`config.mk`:
```
export PLATFORM = sky130hd
export DESIGN_NAME = sld_lcd_top
export DESIGN_NICKNAME = d
export VERILOG_FILES = /design/src/rtl/sld_pkg.sv /design/src/rtl/sld_timing_if.sv /design/src/rtl/sld_lcd_top.sv /design/src/rtl/sld_timing.sv
export SDC_FILE = /design/constraint.sdc
export NUM_CORES = 1
export LEC_CHECK = 0
export ABC_AREA = 1
export BUFFER_PORTS_ARGS = -buffer_cell sky130_fd_sc_hd__buf_2
export CELL_PAD_IN_SITES_DETAIL_PLACEMENT = 0
export CELL_PAD_IN_SITES_GLOBAL_PLACEMENT = 2
export CORE_MARGIN = 1.5
export CORE_UTILIZATION = 30
export DETAILED_ROUTE_END_ITERATION = 7
export PLACE_DENSITY = 0.68
export SLEW_MARGIN = 20
export SYNTH_ARGS = -nofsm -noshare
export SYNTH_HDL_FRONTEND = slang
export SYNTH_SLANG_ARGS = --single-unit
```
`constraint.sdc`:
```
create_clock -name clk -period 3.2 [get_ports clk]
set_clock_uncertainty 0.2 [all_clocks]
set_input_delay 0.32 -clock clk [delete_from_list [all_inputs] [get_ports clk]]
set_output_delay 0.32 -clock clk [all_outputs]
set_load 0.01 [all_outputs]
```
`src/rtl/sld_pkg.sv`:
```
// Purpose: Shared constants for the segment LCD driver configuration block.
// Assumes: Eight-bit special-function register bus of the embedded core.
// Notes:   All configuration registers reset to zero.
package sld_pkg;
    localparam logic [7:0] ADDR_MAIN     = 8'h95;
    localparam logic [7:0] ADDR_CLOCK    = 8'h96;
    localparam logic [7:0] ADDR_SEG_LOW  = 8'h97;
    localparam logic [7:0] ADDR_LADDER   = 8'h9C;
    localparam logic [7:0] ADDR_PTR      = 8'hAC;
    localparam logic [7:0] ADDR_DATA     = 8'hAE;
    localparam logic [7:0] ADDR_FRAME    = 8'hB1;
    localparam logic [7:0] ADDR_SEG_HIGH = 8'hED;

    localparam logic [7:0] REG_RESET     = 8'h00;
    localparam logic [7:0] LADDER_MASK   = 8'h40;
    localparam logic [7:0] FRAME_MASK    = 8'h41;

    localparam int MAIN_EN_BIT    = 7;
    localparam int MAIN_CLR_BIT   = 6;
    localparam int MAIN_BLINK_BIT = 5;
    localparam int MAIN_SLEEP_BIT = 4;
    localparam int MAIN_BIAS_BIT  = 2;
    localparam int MAIN_MUX_LSB   = 0;
    localparam int CLK_MODE_LSB   = 6;
    localparam int CLK_RATE_LSB   = 4;
    localparam int FRAME_HOLD_BIT = 0;
    localparam int FRAME_FLAG_BIT = 1;
    localparam int SEG_THIRD_BIT  = 3;
    localparam int SEG_SECOND_BIT = 4;

    localparam logic [1:0] MUX_TWO   = 2'h1;
    localparam logic [1:0] MUX_THREE = 2'h2;
    localparam logic [1:0] MUX_FOUR  = 2'h3;
    localparam logic [1:0] BLK_SW_OFF = 2'h0;
    localparam logic [1:0] BLK_SW_ON  = 2'h1;
    localparam logic [1:0] BLK_FIXED  = 2'h2;

    localparam int FP_COUNT   = 17;
    localparam int PIN_THIRD  = 15;
    localparam int PIN_SECOND = 16;

    localparam int CLK_HZ         = 250_000_000;
    localparam int LCD_CLK_HZ     = 2048;
    localparam int LCD_DIV_CYCLES = CLK_HZ / LCD_CLK_HZ;
    localparam int DIV_W          = 17;
    localparam int BLINK_W        = 13;
    // Half blink periods in LCD clock ticks.
    localparam logic [BLINK_W-1:0] HALF_2HZ = BLINK_W'(LCD_CLK_HZ / 4);
    localparam logic [BLINK_W-1:0] HALF_1S  = BLINK_W'(LCD_CLK_HZ / 2);
    localparam logic [BLINK_W-1:0] HALF_2S  = BLINK_W'(LCD_CLK_HZ);
    localparam logic [BLINK_W-1:0] HALF_3S  = BLINK_W'(LCD_CLK_HZ * 3 / 2);
    localparam logic [BLINK_W-1:0] HALF_4S  = BLINK_W'(LCD_CLK_HZ * 2);
endpackage : sld_pkg

```
`src/rtl/sld_timing_if.sv`:
```
// Purpose: Carries frame and blink timing between control and timer.
// Assumes: Single clock domain.
// Notes:   None.
`timescale 1ns/1ps
interface sld_timing_if;
    logic                         run;
    logic [1:0]                   last_com;
    logic [sld_pkg::BLINK_W-1:0]  blink_half;
    logic                         tick;
    logic                         frame_start;
    logic [1:0]                   com_idx;
    logic                         blink_phase;
    modport timer (input run, last_com, blink_half,
                   output tick, frame_start, com_idx, blink_phase);
    modport ctrl  (output run, last_com, blink_half,
                   input tick, frame_start, com_idx, blink_phase);
endinterface : sld_timing_if

```
`src/rtl/sld_lcd_top.sv`:
```
// Purpose: Register file and display control of the segment LCD driver.
// Assumes: sleep_power_mode comes from power logic on the same clock.
// Notes:   Read data appears one cycle after the read strobe.
// Summary of operation
// - Enable bit seven runs the driver; cleared, all drive lines idle.
// - While clear bit six is set, every display data register reads zero.
// - Blink enable bit five applies blinking from the clock register fields.
// - Sleep force-off bit four blanks the panel in sleep regardless of enable.
// - Bias bit low ties ladder node a to node b; high gives third bias.
// - Two commons: both shared pins serve as segment lines.
// - Three commons: second-common pin is a common, third-common pin a segment.
// - Four commons: both shared pins are commons.
// - Drives seventeen frontplanes by up to four commons.
// - Driver keeps working in every power mode, subject to sleep override.
// - A shared pin takes its LCD role only when its enable bit is set.
// - While hold is set, frames ignore data registers; new data next frame.
// - Update-finished flag sets when memory is taken up at frame start.
// - Blink source: software off, software on, fixed 2 Hz, or rate field.
`timescale 1ns/1ps
module sld_lcd_top #(
    parameter int unsigned DIV_CYCLES = sld_pkg::LCD_DIV_CYCLES
) (
    input  wire logic                      clk,
    input  wire logic                      rst,
    input  wire logic [7:0]                sfr_addr,
    input  wire logic                      sfr_wr_en,
    input  wire logic                      sfr_rd_en,
    input  wire logic [7:0]                sfr_wdata,
    output logic      [7:0]                sfr_rdata,
    input  wire logic                      sleep_power_mode,
    output logic      [3:0]                com_level,
    output logic      [sld_pkg::FP_COUNT-1:0] fp_level,
    output logic      [1:0]                shared_is_common,
    output logic      [1:0]                shared_lcd_sel,
    output logic      [7:0]                seg_enable_low,
    output logic      [7:0]                seg_enable_high,
    output logic                           ladder_tie,
    output logic                           ladder_external,
    output logic                           lcd_active
);
    import sld_pkg::*;

    function automatic logic hit(input logic [7:0] a, input logic [7:0] r);
        return a == r;
    endfunction : hit

    logic [7:0] main_cfg, clk_cfg, ladder_cfg, mem_ptr, frame_cfg;
    logic [7:0] next_main_cfg, next_clk_cfg, next_seg_low, next_seg_high;
    logic [7:0] next_ladder_cfg, next_mem_ptr, next_frame_cfg;
    logic       update_flag, next_update_flag, flag_set;
    logic [7:0] mem       [FP_COUNT];
    logic [7:0] next_mem  [FP_COUNT];
    logic [3:0] shadow      [FP_COUNT];
    logic [3:0] next_shadow [FP_COUNT];
    logic [7:0] next_rdata;
    logic [3:0] next_com_level;
    logic [FP_COUNT-1:0] next_fp_level;
    logic [1:0] blink_mode;
    logic       visible;

    sld_timing_if tm_bus ();

    sld_timing #(.DIV_CYCLES(DIV_CYCLES)) u_timing (
        .clk (clk),
        .rst (rst),
        .tm  (tm_bus.timer)
    );

    assign lcd_active = main_cfg[MAIN_EN_BIT] &&
                        !(sleep_power_mode && main_cfg[MAIN_SLEEP_BIT]);
    assign tm_bus.run = lcd_active;
    assign ladder_tie      = ~main_cfg[MAIN_BIAS_BIT];
    assign ladder_external = ladder_cfg[6];
    assign shared_is_common[0] = (main_cfg[1:0] == MUX_FOUR);
    assign shared_is_common[1] = main_cfg[1];
    assign shared_lcd_sel = {seg_enable_high[SEG_SECOND_BIT],
                             seg_enable_high[SEG_THIRD_BIT]};
    assign blink_mode = clk_cfg[CLK_MODE_LSB +: 2];

    // Reserved multiplex code 00 runs as two commons.
    always_comb begin
        case (main_cfg[MAIN_MUX_LSB +: 2])
            MUX_THREE: tm_bus.last_com = 2'h2;
            MUX_FOUR:  tm_bus.last_com = 2'h3;
            default:   tm_bus.last_com = 2'h1;
        endcase
        if (blink_mode == BLK_FIXED) begin
            tm_bus.blink_half = HALF_2HZ;
        end else begin
            case (clk_cfg[CLK_RATE_LSB +: 2])
                2'h0:    tm_bus.blink_half = HALF_1S;
                2'h1:    tm_bus.blink_half = HALF_2S;
                2'h2:    tm_bus.blink_half = HALF_3S;
                default: tm_bus.blink_half = HALF_4S;
            endcase
        end
    end

    // Configuration registers and the update-finished flag.
    assign flag_set = tm_bus.frame_start && !frame_cfg[FRAME_HOLD_BIT];
    always_comb begin
        next_main_cfg   = main_cfg;
        next_clk_cfg    = clk_cfg;
        next_seg_low    = seg_enable_low;
        next_seg_high   = seg_enable_high;
        next_ladder_cfg = ladder_cfg;
        next_mem_ptr    = mem_ptr;
        next_frame_cfg  = frame_cfg;
        next_update_flag = update_flag;
        if (sfr_wr_en) begin
            if (hit(sfr_addr, ADDR_MAIN)) begin
                next_main_cfg = sfr_wdata;
            end else if (hit(sfr_addr, ADDR_CLOCK)) begin
                next_clk_cfg = sfr_wdata;
            end else if (hit(sfr_addr, ADDR_SEG_LOW)) begin
                next_seg_low = sfr_wdata;
            end else if (hit(sfr_addr, ADDR_LADDER)) begin
                next_ladder_cfg = sfr_wdata & LADDER_MASK;
            end else if (hit(sfr_addr, ADDR_PTR)) begin
                next_mem_ptr = sfr_wdata;
            end else if (hit(sfr_addr, ADDR_FRAME)) begin
                next_frame_cfg = sfr_wdata & FRAME_MASK;
                if (!sfr_wdata[FRAME_FLAG_BIT]) begin
                    next_update_flag = 1'b0;
                end
            end else if (hit(sfr_addr, ADDR_SEG_HIGH)) begin
                next_seg_high = sfr_wdata;
            end
        end
        if (flag_set) begin
            next_update_flag = 1'b1;
        end
    end

    always_ff @(posedge clk) begin
        if (rst) begin
            main_cfg        <= REG_RESET;
            clk_cfg         <= REG_RESET;
            seg_enable_low  <= REG_RESET;
            seg_enable_high <= REG_RESET;
            ladder_cfg      <= REG_RESET;
            mem_ptr         <= REG_RESET;
            frame_cfg       <= REG_RESET;
            update_flag     <= 1'b0;
        end else begin
            main_cfg        <= next_main_cfg;
            clk_cfg         <= next_clk_cfg;
            seg_enable_low  <= next_seg_low;
            seg_enable_high <= next_seg_high;
            ladder_cfg      <= next_ladder_cfg;
            mem_ptr         <= next_mem_ptr;
            frame_cfg       <= next_frame_cfg;
            update_flag     <= next_update_flag;
        end
    end

    // Display memory, and the frame copy that actually drives the pins.
    always_comb begin
        for (int i = 0; i < FP_COUNT; i++) begin
            next_mem[i]    = mem[i];
            next_shadow[i] = shadow[i];
            if (main_cfg[MAIN_CLR_BIT]) begin
                next_mem[i] = '0;
            end else if (sfr_wr_en && hit(sfr_addr, ADDR_DATA) && mem_ptr == 8'(i)) begin
                next_mem[i] = sfr_wdata;
            end
            if (flag_set) begin
                next_shadow[i] = mem[i][3:0];
            end
        end
    end

    always_ff @(posedge clk) begin
        if (rst) begin
            for (int i = 0; i < FP_COUNT; i++) begin
                mem[i]    <= '0;
                shadow[i] <= '0;
            end
        end else begin
            for (int i = 0; i < FP_COUNT; i++) begin
                mem[i]    <= next_mem[i];
                shadow[i] <= next_shadow[i];
            end
        end
    end

    // Pin levels and register read-back.
    always_comb begin
        visible = !main_cfg[MAIN_BLINK_BIT] || (blink_mode == BLK_SW_ON) ||
                  (blink_mode[1] && tm_bus.blink_phase);
        next_com_level = lcd_active ? (4'h1 << tm_bus.com_idx) : 4'h0;
        for (int i = 0; i < FP_COUNT; i++) begin
            next_fp_level[i] = lcd_active && visible && shadow[i][tm_bus.com_idx];
        end
        if (shared_is_common[0]) begin
            next_fp_level[PIN_THIRD] = lcd_active && (tm_bus.com_idx == 2'h3);
        end
        if (shared_is_common[1]) begin
            next_fp_level[PIN_SECOND] = lcd_active && (tm_bus.com_idx == 2'h2);
        end
        next_rdata = sfr_rdata;
        if (sfr_rd_en) begin
            if (hit(sfr_addr, ADDR_MAIN)) begin
                next_rdata = main_cfg;
            end else if (hit(sfr_addr, ADDR_CLOCK)) begin
                next_rdata = clk_cfg;
            end else if (hit(sfr_addr, ADDR_SEG_LOW)) begin
                next_rdata = seg_enable_low;
            end else if (hit(sfr_addr, ADDR_LADDER)) begin
                next_rdata = ladder_cfg;
            end else if (hit(sfr_addr, ADDR_PTR)) begin
                next_rdata = mem_ptr;
            end else if (hit(sfr_addr, ADDR_DATA)) begin
                next_rdata = (mem_ptr < 8'(FP_COUNT)) ? mem[mem_ptr[4:0]] : 8'h00;
            end else if (hit(sfr_addr, ADDR_FRAME)) begin
                next_rdata = frame_cfg | (8'(update_flag) << FRAME_FLAG_BIT);
            end else if (hit(sfr_addr, ADDR_SEG_HIGH)) begin
                next_rdata = seg_enable_high;
            end else begin
                next_rdata = 8'h00;
            end
        end
    end

    always_ff @(posedge clk) begin
        if (rst) begin
            com_level <= 4'h0;
            fp_level  <= '0;
            sfr_rdata <= 8'h00;
        end else begin
            com_level <= next_com_level;
            fp_level  <= next_fp_level;
            sfr_rdata <= next_rdata;
        end
    end

    // Helpers read only by the checks below.
    logic                  mem_zero;
    logic [4*FP_COUNT-1:0] shadow_flat;
    always_comb begin
        mem_zero = 1'b1;
        for (int i = 0; i < FP_COUNT; i++) begin
            mem_zero = mem_zero && (mem[i] == 8'h00);
            shadow_flat[4*i +: 4] = shadow[i];
        end
    end
endmodule : sld_lcd_top

```
`src/rtl/sld_timing.sv`:
```
// Purpose: LCD clock divider, common sequencer and blink phase generator.
// Assumes: run low holds every counter at zero.
// Notes:   tick and frame_start are single-cycle enables.
`timescale 1ns/1ps
module sld_timing #(
    parameter int unsigned DIV_CYCLES = sld_pkg::LCD_DIV_CYCLES
) (
    input  wire logic     clk,
    input  wire logic     rst,
    sld_timing_if.timer   tm
);
    import sld_pkg::*;

    logic [DIV_W-1:0]   div_cnt,   next_div_cnt;
    logic [1:0]         com_q,     next_com_q;
    logic [BLINK_W-1:0] blink_cnt, next_blink_cnt;
    logic               phase_q,   next_phase_q;

    assign tm.tick        = tm.run && (div_cnt == DIV_W'(DIV_CYCLES - 1));
    assign tm.frame_start = tm.tick && (com_q == tm.last_com);
    assign tm.com_idx     = com_q;
    assign tm.blink_phase = phase_q;

    always_comb begin
        next_div_cnt   = '0;
        next_com_q     = '0;
        next_blink_cnt = '0;
        next_phase_q   = 1'b0;
        if (tm.run) begin
            next_div_cnt   = tm.tick ? '0 : div_cnt + 1'b1;
            next_com_q     = com_q;
            next_blink_cnt = blink_cnt;
            next_phase_q   = phase_q;
            if (tm.tick) begin
                next_com_q = (com_q == tm.last_com) ? 2'h0 : com_q + 2'h1;
                if (blink_cnt >= tm.blink_half - 1'b1) begin
                    next_blink_cnt = '0;
                    next_phase_q   = ~phase_q;
                end else begin
                    next_blink_cnt = blink_cnt + 1'b1;
                end
            end
        end
    end

    always_ff @(posedge clk) begin
        if (rst) begin
            div_cnt   <= '0;
            com_q     <= '0;
            blink_cnt <= '0;
            phase_q   <= 1'b0;
        end else begin
            div_cnt   <= next_div_cnt;
            com_q     <= next_com_q;
            blink_cnt <= next_blink_cnt;
            phase_q   <= next_phase_q;
        end
    end
endmodule : sld_timing

```
* After elaboration in Yosys (flattened, before gate mapping)
Memories as Yosys holds them, arrays and structs flattened. A register that Yosys moved wholly into a read port is not among the register bits. Index checks and enable logic that the tools add are counted.
Word-level totals: flip-flop bits (word level) 106, latch bits 0, memory bits (writable) 204, memory bits (read-only) 0, bits of input ports 21, output and inout port bits 52, word-level logic and storage cells 322, memories 2
Memories:
- mem | depth 17, width 8, read ports 18, clocked after memory_dff 1, write ports 17, line sld_lcd_top.sv:51 | logic [7:0] mem [FP_COUNT];
- shadow | depth 17, width 4, read ports 17, clocked after memory_dff 0, write ports 17, line sld_lcd_top.sv:53 | logic [3:0] shadow [FP_COUNT];
Cells by class: $add $sub $neg 4, $mul 0, div/mod/pow operators 0, order comparisons 3, equal/unequal tests 40, shifts and indexed selects 1, multiplexer cells 149, bitwise gates (word level) 44, reduce and logical (&&, ||, !) cells 64
Operator list (number):
- $mux 8 | 60
- $mux 4 | 34
- $eq 8x4->1 const B | 8
- $eq 8x8->1 const B | 8
- $logic_and 1x1->1 | 44
- $pmux 13 s3 | 1
- $bmux 1 s2 | 17
- $or 1x1->1 | 34
- $eq 8x3->1 const B | 4
- $mux 1 | 31
- $mux 13 | 2
- $add 17x1->17 const B | 1
- $eq 17x17->1 const B | 1
- $eq 8x2->1 const B | 2
- $reduce_and 8->1 | 2
- $add 13x1->13 const B | 1
- $ge 13x13->1 | 1
- $sub 13x1->13 const B | 1
- $eq 2x2->1 const B | 6
- $mux 5 | 2
- $ne 2x2->1 const B | 5
- $not 1->1 | 9
- $eq 8x1->1 const B | 1
- $eq 8x5->1 const B | 1
- 23 further kinds | 29

* Logic depth before layout (Yosys ltp)
word-level depth 9, mapped depth 15, depth with buffers taken out 15

* Modules after synthesis
From an unflattened synthesis, not the netlist that was laid out.
Unflattened totals: cell total of the unflattened synthesis 1910, area, all modules 14488.9 um^2
Modules (own cells, without submodules):
- sld_lcd_top | times used 1, cells an instance 1573, area an instance 12256.8 um^2, sequential area each 5645.4 um^2
- sld_timing | times used 1, cells an instance 337, area an instance 2232.1 um^2, sequential area each 660.6 um^2

* Worst setup path after synthesis
Ideal clock, no wire load.
path kind register -> register, start register clk_cfg[4], end register u_timing.blink_cnt[3], arrival time 2190 ps, setup slack 715 ps, stages on the path, launching flop included 13, period minus slack after synthesis 2485 ps, path through dfxtp_1 > inv_1 > ha_1 > nand3b_1 > xor2_1 > inv_1 > ha_1 > a21oi_1 > o21a_1 > nand3_1 > nand2_1 > nand2_1 > a221oi_1
On the way: longest elaborated chain between the ends 6, elaborated cells between the ends (all ways) 8, classes of those cells 1 x add/sub; 1 x order compare; 2 x eq/ne; 3 x mux; 1 x reduce/logical
RTL lines:
- start: declaration | line sld_lcd_top.sv:47 | logic [7:0] main_cfg, clk_cfg, ladder_cfg, mem_ptr, frame_cfg;
- start signal: assignment | line sld_lcd_top.sv:147 | clk_cfg <= next_clk_cfg;
- $eq 2x2->1, or another cell as far along | line sld_lcd_top.sv:90 | case (clk_cfg[CLK_RATE_LSB +: 2])
- $pmux 13 s3 * | line sld_lcd_top.sv:90
- $mux 13 * | line sld_lcd_top.sv:87 | if (blink_mode == BLK_FIXED) begin
- $sub 13x1->13 * | line sld_timing.sv:36 | if (blink_cnt >= tm.blink_half - 1'b1) begin
- $ge 13x13->1 * | line sld_timing.sv:36
- $mux 13 * | line sld_timing.sv:36
- end signal: assignment | line sld_timing.sv:55 | blink_cnt <= next_blink_cnt;
- end: declaration | line sld_timing.sv:16 | logic [BLINK_W-1:0] blink_cnt, next_blink_cnt;
Mark *: on every way between the ends. The rest lies on a longest branch, timed or not. A chain may end at the register's enable or synchronous reset.

* Worst setup path after layout
Same ends and word-level chain as after synthesis.

==> flow_metrics.env <==
export IMPL_gp_congestion=0.806
export IMPL_crit_chain="inv_1, ha_1, o21bai_1, nand3b_1, xor2_1, inv_1, ha_1, a21oi_1, o21a_1, nand3_1, nand2_1, nand2_1, a221oi_1"
export IMPL_hold_class="input port to register"
export IMPL_antenna_left=0
export IMPL_root_buffer="clkbuf_16"
export IMPL_drcViolationCount=4
export IMPL_routedWlPerCell_microns=18.3
export IMPL_core_area_sq_mm=0.0468
export IMPL_die_w_microns=221
export IMPL_drt_iter0_markers=814
export IMPL_layout_min_cycle_time_ns=2.87
export IMPL_layout_common_cells="314 x dfxtp_1, 247 x nor2_1, 234 x inv_1"
export IMPL_hpwl_microns=31200
export IMPL_grt_overflow_total=0
export IMPL_via_count=12500
export IMPL_end_kind="register"
export IMPL_max_stage_delay_ns=0.33
export IMPL_crit_type="register to register"
export IMPL_drive_gt1_share_pct=10.8
export IMPL_status="finished, violations left"
export IMPL_max_cap_viol_count=0
export IMPL_r2r_slack_ns=0.33
export IMPL_setup_viol=0
export IMPL_slew_limit_headroom_pct=46.6
export IMPL_fin_crit_sh_pct=89.7
export IMPL_fin_setup_tns_ns=0
export IMPL_diodes=0
export IMPL_crit_path_start="clk_cfg[4]"
export IMPL_dp_cells=2490
export IMPL_start_util_pct=30.5
export IMPL_die_area_sq_mm=0.0489
export IMPL_cts_buffers_inserted=39
export IMPL_ys_types=40
export IMPL_synthCells=1899
export IMPL_insertion_delay_ns=0.55
export IMPL_antenna_found_initial=0
export IMPL_p_leak_nw=6.07
export IMPL_regToRegStartpoint="clk_cfg[4]"
export IMPL_grt_max_degree=89
export IMPL_fillers=5047
export IMPL_r2r_end="u_timing.blink_cnt[3]"
export IMPL_grt_pass1_wl_microns=72900
export IMPL_num_rows=79
export IMPL_worstMarginPinSlew_ns=0.794
export IMPL_syn_nets=1932
export IMPL_power_density_mw_per_mm2=518
export IMPL_port_buffers=72
export IMPL_tritoncts="built"
export IMPL_violations="design-rule violations"
export IMPL_yosysWarnings=0
export IMPL_ios=73
export IMPL_grt_pass1_vias=12000
export IMPL_drv_slew=0
export IMPL_die_h_microns=221
export IMPL_nets=1961
export IMPL_htreeDepth=2
export IMPL_areaGrowthSynthToFinish_pct=15.0
export IMPL_totalWireLength_microns=46800
export IMPL_peakVddDrop_mv=0.312
export IMPL_required_ns=3.46
export IMPL_startpoint_type="register"
export IMPL_critical_path_arrival_ns=3.13
export IMPL_cts_sink_count=315
export IMPL_layout_commonest_cell="dfxtp_1"
export IMPL_clk_pin_slew_ns=0.06
export IMPL_post_drt_via_cell_ratio=4.88
export IMPL_layoutNonFillerInstCount=2561
export IMPL_synth_area_sq_mm=0.0143
export IMPL_crit_fanout=9
export IMPL_track_usage_pct=19.1
export IMPL_hold_violations=0
export IMPL_critPathSlowestCell="dfxtp_1"
export IMPL_endpoint="u_timing.blink_cnt[3]"
export IMPL_r2r_cells=13
export IMPL_clock_path_buffers=3
export IMPL_avgSynthCellArea_sq_um=7.51
export IMPL_drtPass1Iterations=8
export IMPL_fmax_mhz=348
export IMPL_ys_ff_latch=315
export IMPL_seq_area_frac_synth_pct=44.2
export IMPL_rsz0062_at_grt="false"
==> worst max-delay path: cells and delay by family (launching register included) <==
kind	cells	cell delay, ns
flops	1	0.33
fa+ha+maj	2	0.53
buf+inv	2	0.16
xor+xnor	1	0.16
simple gates	4	0.67
compound gates	4	0.72
==> cell usage after synthesis <==
cell type / n / area (sq um)
o21a_1: 1 / 7.51
o211ai_1: 45 / 338
inv_1: 234 / 878
a221oi_1: 1 / 8.76
buf_4: 4 / 30.0
buf_12: 1 / 20.0
buf_2: 20 / 100
nor4_4: 10 / 213
nand2_4: 2 / 22.5
o21bai_1: 1 / 7.51
nor2_1: 249 / 935
or2_2: 1 / 6.26
nor2_2: 2 / 12.5
inv_2: 4 / 15.0
buf_6: 9 / 101
xor2_1: 9 / 78.8
nand2_2: 1 / 6.26
o32ai_1: 1 / 8.76
o31ai_1: 1 / 7.51
nor3_4: 4 / 65.1
a211oi_1: 114 / 856
dfxtp_1: 315 / 6310
nor4_1: 4 / 25.0
ha_1: 12 / 150
xnor2_1: 3 / 26.3
a21oi_1: 191 / 956
buf_1: 5 / 18.8
o21ai_1: 1 / 5.00
o21ai_0: 159 / 796
a31oi_1: 1 / 6.26
nand3b_1: 1 / 7.51
nand2_1: 209 / 785
nand4_1: 16 / 100
nor3_1: 56 / 280
a211oi_2: 16 / 200
clkinv_1: 7 / 26.3
o22ai_1: 9 / 56.3
nor3b_1: 2 / 15.0
nand3_1: 93 / 465
clkbuf_1: 85 / 319
==> cells by family (layout without fill, tap and decap cells) <==
group | after synthesis | after routing | synth area share [%]
AO/OA/AOI/OAI | 541 | 541 | 22.8
buffers and inverters | 369 | 424 | 10.6
flip-flops | 315 | 315 | 44.2
adder cells (fa/ha/maj) | 12 | 12 | 1.05
XOR/XNOR | 12 | 12 | 0.737
AND/OR/NAND/NOR | 650 | 650 | 20.6
==> sequential cells by signal, summed over array words and instances, names as in the netlist, 13 cells and up, named ones only <==
name / count
u_timing.blink_cnt: 13
mem: 136
u_timing.div_cnt: 17
shadow: 68
fp_level: 17
==> cell type report <==
| cell class | count | area [sq um] | share of cell area, % |
|---|---|---|---|
| clock buffers | 57 | 1170 | 7.11 |
| well taps | 607 | 759 | 4.63 |
| repair buffers | 112 | 708 | 4.32 |
| multi-input cells | 1215 | 6460 | 39.4 |
| inverters | 245 | 920 | 5.61 |
| flip-flops and latches | 315 | 6310 | 38.5 |
| clock inverters | 10 | 80.1 | 0.488 |
==> layer usage <==
layer	global-route usage [%]	up-vias	wire, microns
met5	0	-	0
met1	27.0	5838	23500
met3	2.50	62	1450
met2	30.7	156	21000
li1	-	6442	-
met4	4.94	0	851
==> power breakdown <==
part           leakage (nW)  internal, mW  switching [mW]
logic                  2.92        0.0457           0.185
registers              2.54          3.93         0.00443
clock network         0.614          2.59            1.74
==> stage by stage <==
stage | area [sq um] | hold WS (ns) | utilization [%] | total power [mW] | worst slack (ns)
after global routing | 16400 | 0.0341 | 35.1 | 8.80 | 0.0809
after global placement | 15100 | 0.234 | 32.3 | 4.25 | 0.356
final | 16400 | 0.0308 | 35.1 | 8.50 | 0.330
after detailed placement | 15100 | 0.238 | 32.3 | 4.25 | 0.327
after floorplan | 14300 | 0.224 | - | 4.15 | 0.715
after CTS | 16400 | 0.0130 | 35.1 | 8.63 | 0.320
==> timing repair <==
action / 4_1_cts / 5_1_grt
gates resized for setup: 0 / 0
hold buffers: 4 / 0
setup endpoints to repair: 0 / 0
endpoints found under the hold margin: 2 / 0
setup buffers: 0 / 0
==> worst min path at each step <==
stage	slack [ns]	depth (start not counted)	endpoint	startpoint
finish	0.03	3	seg_enable_low[6]	sfr_wdata[6]
global route	0.03	3	sfr_rdata[4]	sfr_rd_en
CTS	0.01	3	sfr_rdata[5]	sfr_rd_en
detailed placement	0.24	2	main_cfg[3]	main_cfg[3]
global placement	0.23	2	main_cfg[3]	main_cfg[3]
floorplan	0.22	2	mem[0][4]	mem[0][4]
No activity file was read; power rests on OpenSTA's default activity.
